$ cat src/include/bcb_pkg.sv
// Constants for the channel B break compare block
package bcb_pkg;
    // ****************************************
    // Register map
    // ****************************************
    localparam int          DATA_W       = 32;
    localparam int          ADR_W        = 8;
    localparam int          COUNT_W      = 12;
    localparam logic [7:0]  OFS_CMP      = 8'h00;
    localparam logic [7:0]  OFS_MASK     = 8'h04;
    localparam logic [7:0]  OFS_CYC      = 8'h08;
    localparam logic [7:0]  OFS_CTRL     = 8'h0C;
    localparam logic [7:0]  OFS_COUNT    = 8'h10;
    localparam logic [31:0] RST_WORD     = 32'h00000000;
    localparam logic [31:0] CYC_WMASK    = 32'h000000FF;
    localparam logic [31:0] CTRL_WMASK   = 32'h00300CC9;
    localparam logic [31:0] COUNT_WMASK  = 32'h00000FFF;
    localparam logic [31:0] ALL_ONES     = 32'hFFFFFFFF;
    // ****************************************
    // Field positions
    // ****************************************
    localparam int          CYC_MST      = 6;
    localparam int          CYC_IDS      = 4;
    localparam int          CYC_DIR      = 2;
    localparam int          CYC_SIZE     = 0;
    localparam int          CTL_ASID_A   = 21;
    localparam int          CTL_ASID_B   = 20;
    localparam int          CTL_FLAG_LO  = 12;
    localparam int          CTL_PC_TRACE_ENABLE     = 11;
    localparam int          CTL_AFTER_EXEC_SELECT_A     = 10;
    localparam int          CTL_DATA_COMPARE_ENABLE_B     = 7;
    localparam int          CTL_AFTER_EXEC_SELECT_B     = 6;
    localparam int          CTL_SEQ      = 3;
    localparam int          CTL_COUNT_BREAK_ENABLE     = 0;
    // Flag order inside the 4-bit flag group, bit 3 = cpu A
    localparam int          FLG_CPU_A    = 3;
    localparam int          FLG_CPU_B    = 2;
    localparam int          FLG_DMA_A    = 1;
    localparam int          FLG_DMA_B    = 0;
    // ****************************************
    // Encodings
    // ****************************************
    localparam logic [1:0]  SEL_OFF      = 2'h0;
    localparam logic [1:0]  MST_DMA      = 2'h2;
    localparam logic [11:0] COUNT_ONE    = 12'h001;
    localparam logic [11:0] COUNT_ZERO   = 12'h000;
endpackage

$ cat src/core/bcb_channel_b.sv
// Channel B data, bus cycle and control compare logic with Wishbone registers
`timescale 1ns/1ps
// Functional notes
// - Compare data register 32 bits, resets zero
// - Data mask register 32 bits, resets zero
// - Clear mask bit compares, set bit excludes
// - Cycle select 8 bits, upper 24 bits zero
// - Master field: off, CPU, or DMA
// - Access field: off, fetch, data, either
// - Direction field: off, read, write, either
// - Size field: ignore, byte, word, longword
// - Control register resets zero, reserved read zero
// - Bit 21 disables channel A ASID check
// - Bit 20 selects channel B ASID use
// - Control selects independent or sequential channels
// - Break before or after fetched instruction
// - Count mode breaks after programmed matches
// - Control bit enables data bus compare
// - Match flags and PC trace enable held
// - Channel B ASID ignore bit encoding
// - Flags set by hardware, cleared writing zero
// - Sequential: channel A first, then B
// - Count decrements, breaks after reaching one
module bcb_channel_b (
    input  wire logic        core_clk,
    input  wire logic        arst_n,
    input  wire logic        wb_cyc_i,
    input  wire logic        wb_stb_i,
    input  wire logic        wb_we_i,
    input  wire logic [7:0]  wb_adr_i,
    input  wire logic [3:0]  wb_sel_i,
    input  wire logic [31:0] wb_dat_i,
    output logic      [31:0] wb_dat_o,
    output logic             wb_ack_o,
    input  wire logic        busValid,
    input  wire logic        busIsDma,
    input  wire logic        busIsFetch,
    input  wire logic        busIsWrite,
    input  wire logic [1:0]  busSize,
    input  wire logic [31:0] busData,
    input  wire logic        chanBAddrHit,
    input  wire logic        chanBAsidHit,
    input  wire logic        chanACpuHit,
    input  wire logic        chanADmaHit,
    output logic             breakReqB,
    output logic             breakAfterExecB,
    output logic             pcTraceEnable,
    output logic             afterExecSelectA,
    output logic             asidIgnoreA,
    output logic             chainedOrder
);
    // ****************************************
    // Helpers
    // ****************************************
    function automatic logic [31:0] mergeBytes(
        input logic [31:0] oldVal,
        input logic [31:0] newVal,
        input logic [3:0]  sel,
        input logic [31:0] wmask
    );
        logic [31:0] res;
        res = oldVal;
        for (int i = 0; i < 4; i++) begin
            if (sel[i]) begin
                res[i*8 +: 8] = newVal[i*8 +: 8];
            end
        end
        return res & wmask;
    endfunction

    // Bit 0 of the select picks option one, bit 1 option two
    function automatic logic twoWayHit(
        input logic [1:0] sel,
        input logic       optOne,
        input logic       optTwo
    );
        return (sel[0] & optOne) | (sel[1] & optTwo);
    endfunction

    // ****************************************
    // Register bus
    // ****************************************
    logic [31:0] cmpDataReg;
    logic [31:0] dataMaskReg;
    logic [31:0] cycSelReg;
    logic [31:0] ctrlReg;
    logic [3:0]  flagReg;
    logic [3:0]  flagSet;
    logic [11:0] countReg;
    logic        ackReg;
    logic [31:0] rdDataReg;
    logic        armedReg;
    logic        breakReg;
    logic        afterExecReg;
    logic        busReq;
    logic        wrStrobe;
    logic [31:0] countWr;
    logic [31:0] ctrlView;
    logic [31:0] rdMux;

    assign busReq   = wb_cyc_i & wb_stb_i & ~ackReg;
    assign wrStrobe = busReq & wb_we_i;
    assign countWr  = mergeBytes({20'h00000, countReg}, wb_dat_i, wb_sel_i, bcb_pkg::COUNT_WMASK);
    assign ctrlView = ctrlReg | {16'h0000, flagReg, 12'h000};

    always_comb begin
        unique case (wb_adr_i)
            bcb_pkg::OFS_CMP:   rdMux = cmpDataReg;
            bcb_pkg::OFS_MASK:  rdMux = dataMaskReg;
            bcb_pkg::OFS_CYC:   rdMux = cycSelReg;
            bcb_pkg::OFS_CTRL:  rdMux = ctrlView;
            bcb_pkg::OFS_COUNT: rdMux = {20'h00000, countReg};
            default:            rdMux = bcb_pkg::RST_WORD;
        endcase
    end

    // Every access is acknowledged, unmapped reads return zero
    always_ff @(posedge core_clk or negedge arst_n) begin
        if (!arst_n) begin
            ackReg    <= 1'b0;
            rdDataReg <= bcb_pkg::RST_WORD;
        end else begin
            ackReg    <= busReq;
            if (busReq) begin
                rdDataReg <= rdMux;
            end
        end
    end

    assign wb_ack_o = ackReg;
    assign wb_dat_o = rdDataReg;

    always_ff @(posedge core_clk or negedge arst_n) begin
        if (!arst_n) begin
            cmpDataReg <= bcb_pkg::RST_WORD;
        end else if (wrStrobe && wb_adr_i == bcb_pkg::OFS_CMP) begin
            cmpDataReg <= mergeBytes(cmpDataReg, wb_dat_i, wb_sel_i, bcb_pkg::ALL_ONES);
        end
    end

    always_ff @(posedge core_clk or negedge arst_n) begin
        if (!arst_n) begin
            dataMaskReg <= bcb_pkg::RST_WORD;
        end else if (wrStrobe && wb_adr_i == bcb_pkg::OFS_MASK) begin
            dataMaskReg <= mergeBytes(dataMaskReg, wb_dat_i, wb_sel_i, bcb_pkg::ALL_ONES);
        end
    end

    always_ff @(posedge core_clk or negedge arst_n) begin
        if (!arst_n) begin
            cycSelReg <= bcb_pkg::RST_WORD;
        end else if (wrStrobe && wb_adr_i == bcb_pkg::OFS_CYC) begin
            cycSelReg <= mergeBytes(cycSelReg, wb_dat_i, wb_sel_i, bcb_pkg::CYC_WMASK);
        end
    end

    // Flags are kept apart so the write mask never touches them here
    always_ff @(posedge core_clk or negedge arst_n) begin
        if (!arst_n) begin
            ctrlReg <= bcb_pkg::RST_WORD;
        end else if (wrStrobe && wb_adr_i == bcb_pkg::OFS_CTRL) begin
            ctrlReg <= mergeBytes(ctrlReg, wb_dat_i, wb_sel_i, bcb_pkg::CTRL_WMASK);
        end
    end

    // ****************************************
    // Channel B compare
    // ****************************************
    logic [1:0] mstSel;
    logic [1:0] idSel;
    logic [1:0] dirSel;
    logic [1:0] sizeSel;
    logic       mstHit;
    logic       idHit;
    logic       dirHit;
    logic       sizeHit;
    logic       dataHit;
    logic       asidOk;
    logic       condB;
    logic       chanAHit;
    logic       seqOk;
    logic       countHit;
    logic       breakFire;

    assign mstSel  = cycSelReg[bcb_pkg::CYC_MST +: 2];
    assign idSel   = cycSelReg[bcb_pkg::CYC_IDS +: 2];
    assign dirSel  = cycSelReg[bcb_pkg::CYC_DIR +: 2];
    assign sizeSel = cycSelReg[bcb_pkg::CYC_SIZE +: 2];

    assign mstHit  = (mstSel[0] & ~busIsDma)
                   | ((mstSel == bcb_pkg::MST_DMA) & busIsDma);
    assign idHit   = twoWayHit(idSel, busIsFetch, ~busIsFetch);
    assign dirHit  = twoWayHit(dirSel, ~busIsWrite, busIsWrite);
    // Size is checked on every cycle, whether or not the data compare is enabled
    assign sizeHit = (sizeSel == bcb_pkg::SEL_OFF) | (sizeSel == busSize);
    assign dataHit = ~ctrlReg[bcb_pkg::CTL_DATA_COMPARE_ENABLE_B]
                   | (((busData ^ cmpDataReg) & ~dataMaskReg) == bcb_pkg::RST_WORD);
    assign asidOk  = ctrlReg[bcb_pkg::CTL_ASID_B] | chanBAsidHit;
    assign condB   = busValid & mstHit & idHit & dirHit & sizeHit
                   & dataHit & chanBAddrHit & asidOk;

    assign chanAHit = chanACpuHit | chanADmaHit;

    // ****************************************
    // Match flags
    // ****************************************
    assign flagSet = {chanACpuHit, condB & ~busIsDma, chanADmaHit, condB & busIsDma};

    // Writing one leaves a flag alone; a set in the clear cycle wins
    always_ff @(posedge core_clk or negedge arst_n) begin
        if (!arst_n) begin
            flagReg <= 4'h0;
        end else begin
            for (int i = 0; i < 4; i++) begin
                if (flagSet[i]) begin
                    flagReg[i] <= 1'b1;
                end else if (wrStrobe && wb_adr_i == bcb_pkg::OFS_CTRL && wb_sel_i[1]
                             && !wb_dat_i[bcb_pkg::CTL_FLAG_LO + i]) begin
                    flagReg[i] <= 1'b0;
                end
            end
        end
    end

    // ****************************************
    // Sequence and count
    // ****************************************
    // Armed once channel A matches, consumed by the channel B break
    always_ff @(posedge core_clk or negedge arst_n) begin
        if (!arst_n) begin
            armedReg <= 1'b0;
        end else if (!ctrlReg[bcb_pkg::CTL_SEQ]) begin
            armedReg <= 1'b0;
        end else if (chanAHit) begin
            armedReg <= 1'b1;
        end else if (breakFire) begin
            armedReg <= 1'b0;
        end
    end

    assign seqOk     = ~ctrlReg[bcb_pkg::CTL_SEQ] | armedReg;
    // A count of zero behaves as already reached
    assign countHit  = ~ctrlReg[bcb_pkg::CTL_COUNT_BREAK_ENABLE] | (countReg <= bcb_pkg::COUNT_ONE);
    assign breakFire = condB & seqOk & countHit;

    always_ff @(posedge core_clk or negedge arst_n) begin
        if (!arst_n) begin
            countReg <= bcb_pkg::COUNT_ZERO;
        end else if (wrStrobe && wb_adr_i == bcb_pkg::OFS_COUNT) begin
            countReg <= countWr[11:0];
        end else if (ctrlReg[bcb_pkg::CTL_COUNT_BREAK_ENABLE] && condB && seqOk
                     && countReg != bcb_pkg::COUNT_ZERO) begin
            countReg <= countReg - bcb_pkg::COUNT_ONE;
        end
    end

    // ****************************************
    // Outputs
    // ****************************************
    always_ff @(posedge core_clk or negedge arst_n) begin
        if (!arst_n) begin
            breakReg     <= 1'b0;
            afterExecReg <= 1'b0;
        end else begin
            breakReg     <= breakFire;
            afterExecReg <= breakFire & busIsFetch & ctrlReg[bcb_pkg::CTL_AFTER_EXEC_SELECT_B];
        end
    end

    assign breakReqB        = breakReg;
    assign breakAfterExecB  = afterExecReg;
    assign pcTraceEnable    = ctrlReg[bcb_pkg::CTL_PC_TRACE_ENABLE];
    assign afterExecSelectA = ctrlReg[bcb_pkg::CTL_AFTER_EXEC_SELECT_A];
    assign asidIgnoreA      = ctrlReg[bcb_pkg::CTL_ASID_A];
    assign chainedOrder     = ctrlReg[bcb_pkg::CTL_SEQ];

    localparam int FLAG_B = bcb_pkg::FLG_CPU_B;
endmodule

$ cat config.mk
export PLATFORM = sky130hd
export DESIGN_NAME = bcb_channel_b
export DESIGN_NICKNAME = d
export VERILOG_FILES = /design/src/include/bcb_pkg.sv /design/src/core/bcb_channel_b.sv
export SDC_FILE = /design/constraint.sdc
export NUM_CORES = 1
export LEC_CHECK = 0
export ABC_AREA = 1
export BUFFER_PORTS_ARGS = -buffer_cell sky130_fd_sc_hd__buf_2
export CELL_PAD_IN_SITES_DETAIL_PLACEMENT = 0
export CELL_PAD_IN_SITES_GLOBAL_PLACEMENT = 1
export CORE_ASPECT_RATIO = 1.25
export CORE_MARGIN = 2
export CORE_UTILIZATION = 35
export CTS_CLUSTER_DIAMETER = 200
export CTS_CLUSTER_SIZE = 20
export DETAILED_ROUTE_END_ITERATION = 10
export PLACE_DENSITY_LB_ADDON = 0.15
export RECOVER_POWER = 50
export SYNTH_ARGS = -nofsm -noshare
export SYNTH_HDL_FRONTEND = slang
export SYNTH_SLANG_ARGS = --single-unit
$ cat constraint.sdc
create_clock -name core_clk -period 2.4 [get_ports core_clk]
set_clock_uncertainty 0.1 [all_clocks]
set_input_delay 0.48 -clock core_clk [delete_from_list [all_inputs] [get_ports core_clk]]
set_output_delay 0.48 -clock core_clk [all_outputs]
set_load 0.01 [all_outputs]
* After elaboration in Yosys (flattened, before gate mapping) *
Index checks and enable logic that the tools add are counted.

operators by class
  bitwise gates (word level) = 42
  magnitude comparators = 1
  reduce and logical (&&, ||, !) cells = 40
  equality and inequality tests = 9
  mux-type cells = 16
  $add $sub $neg = 1

operator list
  cell                                                                               number
  32-bit one-hot mux with 5 select lines                                             1
  32-bit AND                                                                         1
  32-bit zero test                                                                   1
  32-bit inverter                                                                    1
  32-bit XOR                                                                         1
  2-bit AND reduction                                                                14
  12-bit two-way mux                                                                 2
  1-bit AND                                                                          22
  22-bit by 16-bit OR with 22-bit output                                             1
  8-bit by 4-bit == test with 1-bit output, second input constant                    2
  1-bit logical AND                                                                  13
  12-bit by 1-bit less-or-equal comparator with 1-bit output, second input constant  1
  12-bit nonzero test                                                                1
  12-bit by 1-bit subtractor with 12-bit output, second input constant               1
  1-bit two-way mux                                                                  11
  2-bit nonzero test                                                                 5
  1-bit OR                                                                           9
  8-bit by 3-bit == test with 1-bit output, second input constant                    1
  8-bit by 5-bit == test with 1-bit output, second input constant                    1
  8-bit zero test                                                                    1
  8-bit two-way mux                                                                  1
  1-bit inverter                                                                     7
  1-bit zero test                                                                    4
  4-bit two-way mux                                                                  1
  5 further kinds                                                                    6

word-level totals
  output and inout bits = 39
  register bits after elaboration = 132
  logic and storage cells = 132
  input bits = 91

* Logic depth before layout (Yosys ltp) *
  word-level depth = 15
  mapped depth = 14

* Worst setup path after synthesis *
OpenSTA, ideal clock, no wires.

  path kind = input-to-reg
  start = in wb_adr_i[1]
  end = reg countReg[7]
  stages on the path = 11
  data required time = 2.182 ns
  path slack = 0.595 ns
  path buffers = 1
  data arrival time = 1.587 ns
  cell sequence = nor2_2 nand2_1 nor2_4 nand4_4 nor2_8 nor2_2 nand4_4 nand2_4 buf_12 nand2_2 o21ai_2

between the ends
  word-level cells in the longest chain between the ends = 4
  elaborated cells between the ends (all ways) = 6

RTL lines
  what                                                                          RTL line              text
  start: declaration                                                            bcb_channel_b.sv:30   input wire logic [7:0] wb_adr_i,
  8-bit by 5-bit == test with 1-bit output *                                    bcb_channel_b.sv:249  end else if (wrStrobe && wb_adr_i == bcb_pkg::OFS_COUNT) begin
  1-bit logical AND *                                                           bcb_channel_b.sv:249
  2-bit inequality test (no source line) or 2-bit nonzero test (tied branches)  --
  2-bit AND reduction (no source line)                                          --
  end signal: assignment                                                        bcb_channel_b.sv:248  countReg <= bcb_pkg::COUNT_ZERO;
  end signal: assignment                                                        bcb_channel_b.sv:250  countReg <= countWr[11:0];
  end signal: assignment                                                        bcb_channel_b.sv:253  countReg <= countReg - bcb_pkg::COUNT_ONE;
  end: declaration                                                              bcb_channel_b.sv:89   logic [11:0] countReg;

Every way passes the cells marked *; elsewhere a longest branch is shown, timed or not.
A chain may end at the register's enable or synchronous reset.

* Worst setup path in the final report *
  start = reg countReg[0]
  end = reg countReg[0]

between the ends
  word-level cells in the longest chain between the ends = 4
  elaborated cells between the ends (all ways) = 7

RTL lines
  what
  branches (longest 4 deep; another with 12-bit by 1-bit subtractor with 12-bit output)

Parallel ways; which one is timed is not known. The select of a mux whose other input is x is not followed.

==> metrics.txt <==
initial core utilization between 30% and 40%; Die W 129.0 microns; Placed Instances 1277; share of layout cells above drive strength 1 roughly a fifth; synthesis-to-layout area growth 24.10%; Worst Hold Launch chanACpuHit; I/O pin total 130; Synth top area share 48.31%; Cell Area, Synth ~6800 sq um; Setup Crit Path Kind reg -> reg; CP Launch Type flip-flop; global-route wire length before repair 33890 microns; final net count about 1100; Max H-tree Level 4; Relative slew margins ~2.8%; Row Count 57; most used routing layer in global routing met2; clk sinks between 100 and 150; grt total ovfl 0; crit end category flip-flop; TritonCTS clock tree done; worst-margin pin slew 1.457 ns; Wirelength per Cell 16.41 microns; largest net degree at the start of global routing 52; Core Box Area 19330 sq um; GR met3 Demand/Resource under 10%; flops & latches, synth approximately 130; clk_lat worst skew 0.42 ns; Mapped Avg Cell Area 7.700 sq um; Cells after Synth ~890; Final HPWL DP approximately 16000 microns; syn nets approximately 980; CP Data Arrival Time about 2.3 ns; Hold Path Depth 3; peak supply drop about 0.44 mV; Seq/Total Area, Yosys 48.31%; max cap viols 0; routability cong. about 0.8; worst r2r dst countReg[0]$_DFFE_PN0P_; worst path cell trace inv_1, ha_1, nand2_1, nor2_2, nand2_1, nand2_1, nor2_2, nand4_4, nand2_4, nand2_1, o21ai_2; crit path from countReg[0]$_DFFE_PN0P_; Final Non-Filler Cells between 1000 and 1500; antenna cells 0; setup_tns 0 ns; maximum fanout along the worst path 15; PnR worst setup slack between 0.2 and 0.3 ns; CP endpoint countReg[0]$_DFFE_PN0P_; slowest cell on the critical path dfrtp_1; Inserted Clock Buffers 17; area leader, netlist dfrtp_1; setup repair after global routing missed its margin no; Max clock buf depth 2; minimum clock period 2.100 ns; Final Setup Violations 0; GRT Total Usage 21.96%; Register-to-Register Path Depth 11; first drt pass iteration count 5; initial antenna violation count 0; CP dominant cell by count nand2_1; run status complete, no violations; DP Area 7863 sq um; fin. max-slew vios 0; CTS root buf clkbuf_16; wirelength, routed about 22000 microns; Area contributors post-synth dfrtp_1 48%, nand2_1 15%, o21ai_0 7.9%; Die Height approximately 160 microns; Pwr Density around 640 nW/um^2; Vias/cell around 4.7; Tcrit/Tclk final between 80% and 90%; Power Total approximately 0.0055 W; Routed Antenna Nets 0; DR DRC count 0; Worst R2R Setup Slack ~0.30 ns; final hold vios 0; setup bufs post-CTS 0; clk slew on worst S/H paths ~0.06 ns; DRT iter0 DRCs around 370; I/O Buffers between 100 and 150; Vias 6137; critical path's largest stage delay around 0.44 ns; pre-CTS setup slack between 0.1 and 0.15 ns; worst path required time ~2.6 ns; most frequent cells in the layout 278 x nand2_1, 142 x inv_1, 132 x dfrtp_1; commonest non-fill, non-tap cell in the layout nand2_1; LEAKAGE roughly 4.2 nW; Reg-to-Reg Start countReg[0]$_DFFE_PN0P_; M1 GR Usage between 20 and 30%; vias in the first global route between 6000 and 7000; Synth cell types 41; worst hold path class in -> reg; fillcell total 2033; grt met2 use around 37%; die area 20680 sq um; Ys Warns 0; Final Instance Area about 8500 sq um; f_max about 480 MHz
## layer usage
metal,vias to the layer above,share of wire [%]
li1,3132,-
met1,2819,44
met2,162,49
met3,24,4.4
met4,0,1.9
met5,-,0
## flip-flops by register name, summed over array words and instances, names as in the netlist
name	flops
cmpDataReg	32
dataMaskReg	32
wb_dat_o	32
countReg	12
ctrlReg	8
cycSelReg	8
flagReg	4
armedReg	1
breakAfterExecB	1
breakReqB	1
wb_ack_o	1
## cell usage after synthesis (all sizes together)
library cell	instances
nand2	285
inv	146
dfrtp	132
o21ai	124
nor2	44
nand3	42
a21oi	19
o22ai	19
a221oi	14
buf	14
clkbuf	9
xor2	8
nor3	6
or2	6
a22o	4
nand4	4
clkinv	3
ha	2
nand3b	2
a31o	1
nor4	1
o2111ai	1
o2bb2ai	1
xnor2	1
## worst max-delay path: cells and delay by family, from the launching register on
kind | cells | cell delay (ns)
compound gates | 1 | 0.05
fa+ha+maj | 1 | 0.22
buf+inv | 1 | 0.12
flops | 1 | 0.44
simple gates | 8 | 1.06
## worst min-delay path by stage
stage / endpoint / slack (ns)
detailed placement: wb_dat_o[19]$_DFFE_PN0P_ / 0.36
finish: flagReg[3]$_DFFE_PN0P_ / 0.21
global placement: wb_dat_o[19]$_DFFE_PN0P_ / 0.36
CTS: flagReg[3]$_DFFE_PN0P_ / 0.20
global route: dataMaskReg[31]$_DFFE_PN0P_ / 0.21
floorplan: armedReg$_DFFE_PN0P_ / 0.08
## what timing repair did
action / 4_1_cts / 5_1_grt
hold endpoints to repair: 46 / 0
hold buffers: 1 / 0
resized for setup: 0 / 0
## stage by stage
| step | util [%] | hold slack, ns |
|---|---|---|
| finish | 43.91 | 0.2096 |
| global placement | 40.68 | 0.3586 |
| detailed placement | 40.68 | 0.3609 |
| CTS | 44.07 | 0.2005 |
| global route | 43.91 | 0.2132 |
| floorplan | - | 0.08441 |
## cell families (layout without fill, tap and decap cells)
family          count (synthesis)  in the layout  synth area share, %
simple gates                  390            390                24.96
flops                         132            132                48.31
buf+inv                       172            329                9.918
xor+xnor                        9              9                1.153
fa+ha+maj                       2              2               0.3659
compound gates                183            183                15.30
## layout make-up
type	instances	area [sq um]	share of cell area, %
inverters	149	559.3	6.591
flip-flops and latches	132	3303	38.93
repair buffers	148	790.8	9.319
clock inverters	12	177.7	2.094
multi-input cells	584	2856	33.66
clock buffers	20	466.7	5.500
well taps	265	331.6	3.907
## power by group
part / switching, W / internal, W
sequential: 0.0000197 / 0.00225
combinational: 0.000227 / 0.000122
clock: 0.00102 / 0.00182
Note: power is estimated with default switching activity, not from simulation.
